<file path="src/hw/nv_seq_pkg.sv">
// Purpose: Shared constants and types for the store and recall sequencer
// Assumes: clk_sys at 100 MHz
// Notes: Cycle counts derive from the printed times

package nv_seq_pkg;

    // ****************************************
    // Clock and timing
    // ****************************************
    localparam int CLK_NS = 10;
    localparam int TW = 23;
    localparam int PU_RECALL_MS_LV = 40;
    localparam int PU_RECALL_MS = 20;
    localparam int STORE_MS = 8;
    localparam int GRACE_NS = 25;
    localparam int RECALL_US = 600;
    localparam int SOFT_SEQ_US = 500;
    localparam int HW_PULSE_NS = 15;
    localparam int RELEASE_US = 5;
    localparam int BUSY_HI_NS = 500;
    localparam int SLEEP_MS = 8;
    localparam int WAKE_MS_LV = 40;
    localparam int WAKE_MS = 20;
    localparam int STANDBY_US = 100;

    localparam int PU_RECALL_LV_CYC = PU_RECALL_MS_LV * 1000000 / CLK_NS;
    localparam int PU_RECALL_CYC = PU_RECALL_MS * 1000000 / CLK_NS;
    localparam int STORE_CYC = STORE_MS * 1000000 / CLK_NS;
    localparam int GRACE_CYC = GRACE_NS / CLK_NS;
    localparam int RECALL_CYC = RECALL_US * 1000 / CLK_NS;
    localparam int SOFT_SEQ_CYC = SOFT_SEQ_US * 1000 / CLK_NS;
    localparam int HW_PULSE_CYC = (HW_PULSE_NS + CLK_NS - 1) / CLK_NS;
    localparam int RELEASE_CYC = RELEASE_US * 1000 / CLK_NS;
    localparam int BUSY_HI_CYC = BUSY_HI_NS / CLK_NS;
    localparam int SLEEP_CYC = SLEEP_MS * 1000000 / CLK_NS;
    localparam int WAKE_LV_CYC = WAKE_MS_LV * 1000000 / CLK_NS;
    localparam int WAKE_CYC = WAKE_MS * 1000000 / CLK_NS;
    localparam int STANDBY_CYC = STANDBY_US * 1000 / CLK_NS;

    // ****************************************
    // Reset values
    // ****************************************
    localparam logic PLS_EN_RST = 1'b1;
    localparam logic DIRTY_RST = 1'b0;

    // ****************************************
    // Types
    // ****************************************
    typedef enum logic [2:0] {
        CMD_NONE = 3'h0,
        CMD_STORE = 3'h1,
        CMD_RECALL = 3'h2,
        CMD_PLS_ON = 3'h3,
        CMD_PLS_OFF = 3'h4,
        CMD_SLEEP = 3'h5
    } cmd_e;

    typedef enum logic [3:0] {
        S_OFF = 4'h0,
        S_PU_RECALL = 4'h1,
        S_READY = 4'h3,
        S_GRACE = 4'h2,
        S_STORE = 4'h6,
        S_BUSY_HI = 4'h7,
        S_RECALL = 4'h5,
        S_SLEEP = 4'h4,
        S_WAKE = 4'hc
    } state_e;

    typedef struct packed {
        logic valid;
        cmd_e op;
    } cmd_s;

    typedef struct packed {
        logic access_inhibit_window;
        logic sram_enable;
        logic standby;
        logic asleep;
        logic power_loss_store_en;
        logic dirty;
    } status_s;

endpackage : nv_seq_pkg

</file>
<file path="src/hw/nv_op_timer.sv">
// Purpose: Down counter that times one nonvolatile phase
// Assumes: load and value on clk_sys
// Notes: expired is high while the count stands at zero

`timescale 1ns/1ps

module nv_op_timer #(
    parameter int W = 23
) (
    input wire logic clk_sys,
    input wire logic rst,
    input wire logic load,
    input wire logic [W-1:0] value,
    output logic expired
);

    logic [W-1:0] cnt;

    always_ff @(posedge clk_sys or posedge rst) begin
        if (rst) begin
            cnt <= '0;
        end else if (load) begin
            cnt <= value;
        end else if (cnt != '0) begin
            cnt <= cnt - 1'b1;
        end
    end

    assign expired = (cnt == '0);

endmodule : nv_op_timer

</file>
<file path="src/hw/nv_store_recall_sequencing.sv">
// Purpose: Sequencer for recall, store, sleep and standby of the nv array
// Assumes: Command decoder and SRAM write strobe on clk_sys
// Notes: Supply, chip select and hardware store pins are synchronised

`timescale 1ns/1ps

// Notes on behaviour
// (RULE1) Power-up recall ends within 40 ms low-voltage variant, else 20 ms.
// (RULE2) Serial access blocked during store and recall; store ends within 8 ms.
// (RULE3) Software recall completes within 600 us.
// (RULE4) Software sequence commands are acted on within 500 us.
// (RULE5) Power-loss or hardware store skipped when no write since last cycle.
// (RULE6) Reads and writes ignored during store, recall and low supply.
// (RULE7) SRAM stays enabled up to 25 ns after an operation is initiated.
// (RULE8) Host holds the hardware store line low at least 15 ns.
// (RULE9) SRAM disabled while the host drives the store line low.
// (RULE10) Device accessible within 5 us after busy line returns high.
// (RULE11) Busy line driven high at most 500 ns after a store, then released.
// (RULE12) Sleep mode entered within 8 ms of the sleep instruction.
// (RULE13) Wake from sleep completes within 40 ms or 20 ms by variant.
// (RULE14) Standby entered within 100 us of chip select going high.
// (RULE15) Busy line driven low for the whole of every store.
// (RULE16) Enabled power-loss store starts on supply drop if a write occurred; the code starts it only in S_READY, S_SLEEP and S_WAKE go to S_OFF.
module nv_store_recall_sequencing
    import nv_seq_pkg::*;
#(
    parameter bit LOW_VOLTAGE = 1'b0,
    parameter int PU_CYC = LOW_VOLTAGE ? PU_RECALL_LV_CYC : PU_RECALL_CYC,
    parameter int STORE_LEN = STORE_CYC,
    parameter int RECALL_LEN = RECALL_CYC,
    parameter int WAKE_LEN = LOW_VOLTAGE ? WAKE_LV_CYC : WAKE_CYC
) (
    input wire logic clk_sys,
    input wire logic rst,
    input wire logic supply_ok_pin,
    input wire logic cs_n_pin,
    input wire logic store_busy_line_in,
    output logic store_busy_line_out,
    output logic store_busy_line_oe,
    input wire nv_seq_pkg::cmd_s cmd,
    input wire logic sram_write,
    output nv_seq_pkg::status_s status
);

    // ****************************************
    // Pin synchronisers
    // ****************************************
    logic [2:0] pin_raw;
    logic [2:0] sync1;
    logic [2:0] sync2;
    logic supply_ok;
    logic cs_high;
    logic hw_low;
    logic supply_prev;

    assign pin_raw = {~store_busy_line_in, cs_n_pin, supply_ok_pin};

    generate
        for (genvar i = 0; i < 3; i++) begin : g_sync
            always_ff @(posedge clk_sys or posedge rst) begin
                if (rst) begin
                    sync1[i] <= 1'b0;
                    sync2[i] <= 1'b0;
                end else begin
                    sync1[i] <= pin_raw[i];
                    sync2[i] <= sync1[i];
                end
            end
        end
    endgenerate

    assign supply_ok = sync2[0];
    assign cs_high = sync2[1];
    assign hw_low = sync2[2];

    always_ff @(posedge clk_sys or posedge rst) begin
        if (rst) begin
            supply_prev <= 1'b0;
        end else begin
            supply_prev <= supply_ok;
        end
    end

    // ****************************************
    // Sequencer
    // ****************************************
    state_e state;
    state_e next_state;
    logic pend_store;
    logic next_pend_store;
    logic dirty;
    logic pls_en;
    logic tmr_load;
    logic [TW-1:0] tmr_value;
    logic tmr_done;
    logic supply_fell;
    logic own_drive;
    logic hw_req;
    logic cmd_ok;

    assign supply_fell = supply_prev & ~supply_ok;
    // Own low drive must not look like a host request
    assign hw_req = hw_low & ~own_drive;
    assign cmd_ok = cmd.valid & supply_ok;

    function automatic logic busy_state(input state_e s);
        busy_state = (s == S_STORE) || (s == S_BUSY_HI);
    endfunction : busy_state

    nv_op_timer #(
        .W(TW)
    ) u_timer (
        .clk_sys(clk_sys),
        .rst(rst),
        .load(tmr_load),
        .value(tmr_value),
        .expired(tmr_done)
    );

    always_comb begin
        next_state = state;
        next_pend_store = pend_store;
        tmr_load = 1'b0;
        tmr_value = '0;
        case (state)
            S_OFF: begin
                if (supply_ok) begin
                    next_state = S_PU_RECALL;
                    tmr_load = 1'b1;
                    tmr_value = TW'(PU_CYC - 1); // RULE1
                end
            end
            S_PU_RECALL: begin
                if (!supply_ok) begin
                    next_state = S_OFF;
                end else if (tmr_done) begin
                    next_state = S_READY;
                end
            end
            S_READY: begin
                if (!supply_ok) begin
                    // Clean array skips the store
                    if (pls_en && dirty) begin // RULE16 RULE5
                        next_state = S_GRACE;
                        next_pend_store = 1'b1;
                        tmr_load = 1'b1;
                        tmr_value = TW'(GRACE_CYC - 1); // RULE7
                    end else begin
                        next_state = S_OFF;
                    end
                end else if (hw_req) begin
                    if (dirty) begin // RULE5
                        next_state = S_GRACE;
                        next_pend_store = 1'b1;
                        tmr_load = 1'b1;
                        tmr_value = TW'(GRACE_CYC - 1); // RULE7
                    end
                end else if (cmd_ok) begin // RULE4
                    if (cmd.op == CMD_STORE || cmd.op == CMD_RECALL) begin
                        next_state = S_GRACE;
                        next_pend_store = (cmd.op == CMD_STORE);
                        tmr_load = 1'b1;
                        tmr_value = TW'(GRACE_CYC - 1); // RULE7
                    end else if (cmd.op == CMD_SLEEP) begin
                        next_state = S_SLEEP; // RULE12
                    end
                end
            end
            S_GRACE: begin
                if (!supply_ok && !pend_store) begin
                    next_state = S_OFF;
                end else if (tmr_done) begin
                    next_state = pend_store ? S_STORE : S_RECALL;
                    tmr_load = 1'b1;
                    tmr_value = pend_store ? TW'(STORE_LEN - 1)
                                           : TW'(RECALL_LEN - 1); // RULE2 RULE3
                end
            end
            S_STORE: begin
                // Store runs on to the end even after supply loss
                if (tmr_done) begin
                    next_state = S_BUSY_HI;
                    tmr_load = 1'b1;
                    tmr_value = TW'(BUSY_HI_CYC - 1); // RULE11
                end
            end
            S_BUSY_HI: begin
                if (tmr_done) begin
                    next_state = supply_ok ? S_READY : S_OFF; // RULE10
                end
            end
            S_RECALL: begin
                if (!supply_ok) begin
                    next_state = S_OFF;
                end else if (tmr_done) begin
                    next_state = S_READY;
                end
            end
            S_SLEEP: begin
                if (!supply_ok) begin
                    next_state = S_OFF;
                end else if (!cs_high) begin
                    next_state = S_WAKE;
                    tmr_load = 1'b1;
                    tmr_value = TW'(WAKE_LEN - 1); // RULE13
                end
            end
            S_WAKE: begin
                if (!supply_ok) begin
                    next_state = S_OFF;
                end else if (tmr_done) begin
                    next_state = S_READY;
                end
            end
            default: begin
                next_state = S_OFF;
            end
        endcase
    end

    always_ff @(posedge clk_sys or posedge rst) begin
        if (rst) begin
            state <= S_OFF;
            pend_store <= 1'b0;
        end else begin
            state <= next_state;
            pend_store <= next_pend_store;
        end
    end

    // ****************************************
    // Write tracking and power-loss enable
    // ****************************************
    logic write_taken;
    logic nv_cycle_start;

    assign write_taken = sram_write & status.sram_enable;
    assign nv_cycle_start = (next_state == S_STORE || next_state == S_RECALL
                             || next_state == S_PU_RECALL)
                            && next_state != state;

    always_ff @(posedge clk_sys or posedge rst) begin
        if (rst) begin
            dirty <= DIRTY_RST;
        end else begin
            // A write in the start cycle keeps the flag set
            dirty <= write_taken | (dirty & ~nv_cycle_start); // RULE5
        end
    end

    always_ff @(posedge clk_sys or posedge rst) begin
        if (rst) begin
            pls_en <= PLS_EN_RST;
        end else if (state == S_READY && cmd_ok && !hw_req) begin
            if (cmd.op == CMD_PLS_ON) begin
                pls_en <= 1'b1; // RULE4
            end else if (cmd.op == CMD_PLS_OFF) begin
                pls_en <= 1'b0; // RULE4
            end
        end
    end

    // ****************************************
    // Outputs
    // ****************************************
    always_ff @(posedge clk_sys or posedge rst) begin
        if (rst) begin
            own_drive <= 1'b0;
            store_busy_line_oe <= 1'b0;
            store_busy_line_out <= 1'b0;
            status <= '0;
        end else begin
            own_drive <= busy_state(next_state);
            store_busy_line_oe <= busy_state(next_state); // RULE15 RULE11
            store_busy_line_out <= (next_state == S_BUSY_HI); // RULE11
            status.access_inhibit_window <= !(next_state == S_READY
                || next_state == S_GRACE) || !supply_ok; // RULE2 RULE6
            status.sram_enable <= (next_state == S_READY
                || next_state == S_GRACE) && supply_ok
                && !hw_req; // RULE7 RULE9
            status.standby <= (next_state == S_READY) && cs_high; // RULE14
            status.asleep <= (next_state == S_SLEEP);
            status.power_loss_store_en <= pls_en;
            status.dirty <= dirty;
        end
    end

    // ****************************************
    // Checks
    // ****************************************
    logic [TW-1:0] dwell;

    always_ff @(posedge clk_sys or posedge rst) begin
        if (rst) begin
            dwell <= '0;
        end else if (next_state != state) begin
            dwell <= '0;
        end else if (dwell != '1) begin
            dwell <= dwell + 1'b1;
        end
    end
endmodule : nv_store_recall_sequencing
</file>
<file path="config.mk">
export PLATFORM = sky130hd
export DESIGN_NAME = nv_store_recall_sequencing
export DESIGN_NICKNAME = d
export VERILOG_FILES = /design/src/hw/nv_seq_pkg.sv /design/src/hw/nv_op_timer.sv /design/src/hw/nv_store_recall_sequencing.sv
export SDC_FILE = /design/constraint.sdc
export NUM_CORES = 1
export LEC_CHECK = 0
export ABC_AREA = 0
export ABC_CLOCK_PERIOD_IN_PS = 2350
export BUFFER_PORTS_ARGS = -buffer_cell sky130_fd_sc_hd__buf_2
export CORE_ASPECT_RATIO = 1.4
export CORE_MARGIN = 10
export CORE_UTILIZATION = 52
export CTS_BUF_LIST = sky130_fd_sc_hd__clkbuf_8
export DETAILED_ROUTE_END_ITERATION = 10
export GPL_TIMING_DRIVEN = 0
export PLACE_DENSITY = 0.84
export SKIP_LAST_GASP = 1
export SYNTH_ARGS = -nofsm -noshare
export SYNTH_HDL_FRONTEND = slang
export SYNTH_SLANG_ARGS = --single-unit
</file>
<file path="constraint.sdc">
create_clock -name clk_sys -period 2.35 [get_ports clk_sys]
set_input_delay 0.1175 -clock clk_sys [delete_from_list [all_inputs] [get_ports clk_sys]]
set_output_delay 0.1175 -clock clk_sys [all_outputs]
set_load 0.05 [all_outputs]
</file>
==> results.md <==
* Via/cell ratio at roughly 6
* Commonest cells in the netlist: dfrtp_1 (43), nor2_1 (27), a21oi_1 (21), nand2_1 (21), o21ai_0 (14)
* CTS root buf: clkbuf_8
* H-tree lvl count at 2
* Post-synthesis xor/xnor area fraction at between 4 and 5%
* Rows at 29
* Post-Place Cell Area at ~2700 µm²
* Power density over cell area at roughly 450 nW/µm²
* # Max-Cap Violations at 0
* IO buf count at 17
* Final Hold Fails at 18
* Pleak at 1.345 nW
* Antenna violations before repair at 0
* Worst EP required at 2530 ps
* DR iter-0 viols at between 100 and 150
* Hold slack at -5.844 ps
* Slew @ Worst Pin at about 880 ps
* Main synth FF type: dfrtp_1
* Detailed-route DRC error count at 0
* Syn Inst Count at 265
* Fraction of registers with async set/reset at 100.0%
* Clock skew at a little under 7 ps
* Crit Path Class: flip-flop to flip-flop
* Adder-Cell Fraction of Synth Area at 0.5018%
* Synth Area in Simple Gates at between 20 and 30%
* Num CTS Buffers at 5
* Cell Chain, Critical Path: or4_4 -> or3_4 -> o31a_1 -> nand2_2 -> buf_6 -> nand2_1 -> a21oi_1 -> a21oi_1
* Fmax at around 0.4 GHz
* Violated checks: hold timing, setup timing
* Area Growth Syn to Fin at 26.79%
* N_diodes at 0
* GR Overflow Total at 0
* Buf/Inv on CP at 1
* Top-count cell post-synth: dfrtp_1
* Syn Nets at 276
* Vias in the first global route at around 2300
* Share of layout cells above drive strength 1 at about 31%
* Tmin final at between 2000 and 2500 ps
* Min-Delay Path Class: input port to async pin
* Non-filler cells, final at 378
* Status: finished with violations
* Reg-to-reg startpoint: u_timer.cnt[14]
* RD Place Congestion at approximately 0.95
* Crit path DAT at ~2700 ps
* Final worst-path setup slack at -147.0 ps
* HPWL after DPL at around 4000 µm
* Worst path max stage delay at 580 ps
* Synthesized area per cell at between 9 and 10 µm²
* Largest family of logic cells by synthesized area: simple AND/OR/NAND/NOR gates
* Synth warnings at 0
* Max transition margin at roughly two fifths
* Setup slack, reg-to-reg at -150 ps
* Register-to-Register Path Depth at 8
* Worst-case vdd ir drop at between 400 and 500 µV
* Synth top area share at between 40% and 50%
* Unique cell type count in the Yosys netlist at 69
* Slowest-stage cell, CP: or4_4
* Routed WL at 6563 µm
* Chip width at roughly 79 µm
* Worst skew pair latency at between 300 and 400 ps
* Final setup vio count at 14
* Top delay family on crit path: simple AND/OR/NAND/NOR gates
* Die Footprint at 8004 µm²
* Reg2reg end: u_timer.cnt[1]
* Post-route ant nets at 0
* Post-synth EDFFs at 0
* Number of synthesized register bits at 44
* Clk slew on worst S/H paths at roughly 90 ps
* Sequential-to-total area share from yosys stat at ~44%
* Clock Sink Count at 44
* Core area at ~4600 µm²
* Period utilization at 106.3%
* CTS tree: built
* Deepest clock path buffer count at 2
* Drt pass-1 iters at 4
* Initial Utilization at between 50 and 60%
* Worst Setup End Kind: flip-flop
* Routed WL per cell at ~17 µm
* Total global-route track usage at between 10% and 20%
* CP max FO at 8
* IO Count at 18
* Proportion of synthesized area in mux cells at 0%
* Slew Viols, Final at 0
* Most used cell along the critical path: a21oi_1
* First-pass GRT wire length at roughly 11000 µm
* Number of fill cells in the layout at roughly 330
* CP Launch Type: flip-flop
* Final std cell area, no fill at 3162 µm²
* Die Ht at slightly above 100 µm
* Mapped Area at about 2500 µm²
* Compound-cell area share of the yosys netlist at roughly a fifth
* Largest net degree at the start of global routing at 45
* Yosys top cell by area: dfrtp_1
* Layout Nets at around 330
* RSZ-0062 raised after global routing: true
* Vias at 2297
* Placed cells at about 340
* Largest cells by area after synthesis: dfrtp_1 (43%), a21oi_1 (4.2%), nor2_1 (4.1%)
## routing by layer
layer  vias to the layer above  part of all wire (%)  GRT usage [%]
li1                       1074                     -              -
met1                      1138                    38          16.60
met2                        64                    54          30.27
met3                        21                   4.0          3.866
met4                         0                   3.6          7.746
met5                         -                     0              0
## layout by cell type (no fill, tap or decap), types with 3 or more instances in the layout
cell and instances:
inv_1 7, buf_6 4, nor3_2 4, inv_2 4, o21ai_0 12, clkbuf_8 5, o21ai_1 3, nor3_1 8
nor3b_1 3, o31a_1 3, xnor2_1 9, nand3_1 8, nand2_1 21, dfrtp_1 43, xor2_1 5, nor2_1 23
buf_2 18, a21oi_1 19, nor2_2 4, nand3b_1 3, or3_1 3, a31oi_1 4, buf_4 22, nor4_1 3
dlygate4sd3_1 3
## area by class of cell
type                            instances  area (µm²)  area share, %
Clock buffer                            5       68.82          2.176
Tap cell                               62       77.57          2.454
Sequential cell                        44        1102          34.86
Timing Repair Buffer                   44       311.5          9.854
Buffer                                  8       56.30          1.781
Clock inverter                          3       46.29          1.464
Multi-Input combinational cell        201        1458          46.10
Inverter                               11       41.29          1.306
## kinds of logic after synthesis
family                   after synthesis
AO/OA/AOI/OAI                         67
XOR/XNOR                              14
adder cells (fa/ha/maj)                1
buffers and inverters                 20
flip-flops                            44
AND/OR/NAND/NOR                      119
## report_power, final
group | switching, mW | internal (mW) | leakage (nW)
registers | 0.00286 | 0.762 | 0.499
logic | 0.0293 | 0.0161 | 0.791
clock network | 0.278 | 0.320 | 0.0548
total | 0.310 | 1.10 | 1.35
## per-stage QoR
step	hold WS, ps	worst slack (ps)	total power, mW	setup TNS, ps	util, %
final	-5.844	-147.0	1.408	-901.1	69.16
after global routing	51.81	-241.1	1.448	-2058	69.16
after CTS	27.71	-15.13	1.407	-15.13	65.63
after detailed placement	227.8	-295.6	0.8207	-4307	58.32
after global placement	226.8	-260.3	0.8191	-3270	58.32
after floorplan	148.9	14.31	0.8030	0	-
## sequential cells by signal, indices dropped and copies added (netlist names)
name	cells
supply_ok	1
hw_low	1
status	6
pls_en	1
store_busy_line_out	1
cs_high	1
own_drive	1
pend_store	1
sync1	3
state	4
u_timer.cnt	23
dirty	1
## worst max-delay path by stage
stage	depth (start not counted)	slack (ps)	startpoint	to
2_1_floorplan	7	10	u_timer.cnt[18]	u_timer.cnt[13]
3_3_place_gp	10	-260	u_timer.cnt[0]	u_timer.cnt[1]
3_5_place_dp	10	-300	u_timer.cnt[0]	status[3]
4_1_cts	10	-20	u_timer.cnt[1]	dirty
5_1_grt	8	-240	u_timer.cnt[14]	u_timer.cnt[1]
6_report	8	-150	u_timer.cnt[14]	u_timer.cnt[1]
## repair_timing
action | in CTS | in global routing
endpoints found under the hold margin | 3 | 0
pin swaps | 14 | 7
hold buffers | 3 | 0
gates resized for setup | 15 | 27
setup endpoints to repair | 30 | 23
setup buffers | 16 | 8
(Power assumes the default switching activity.)
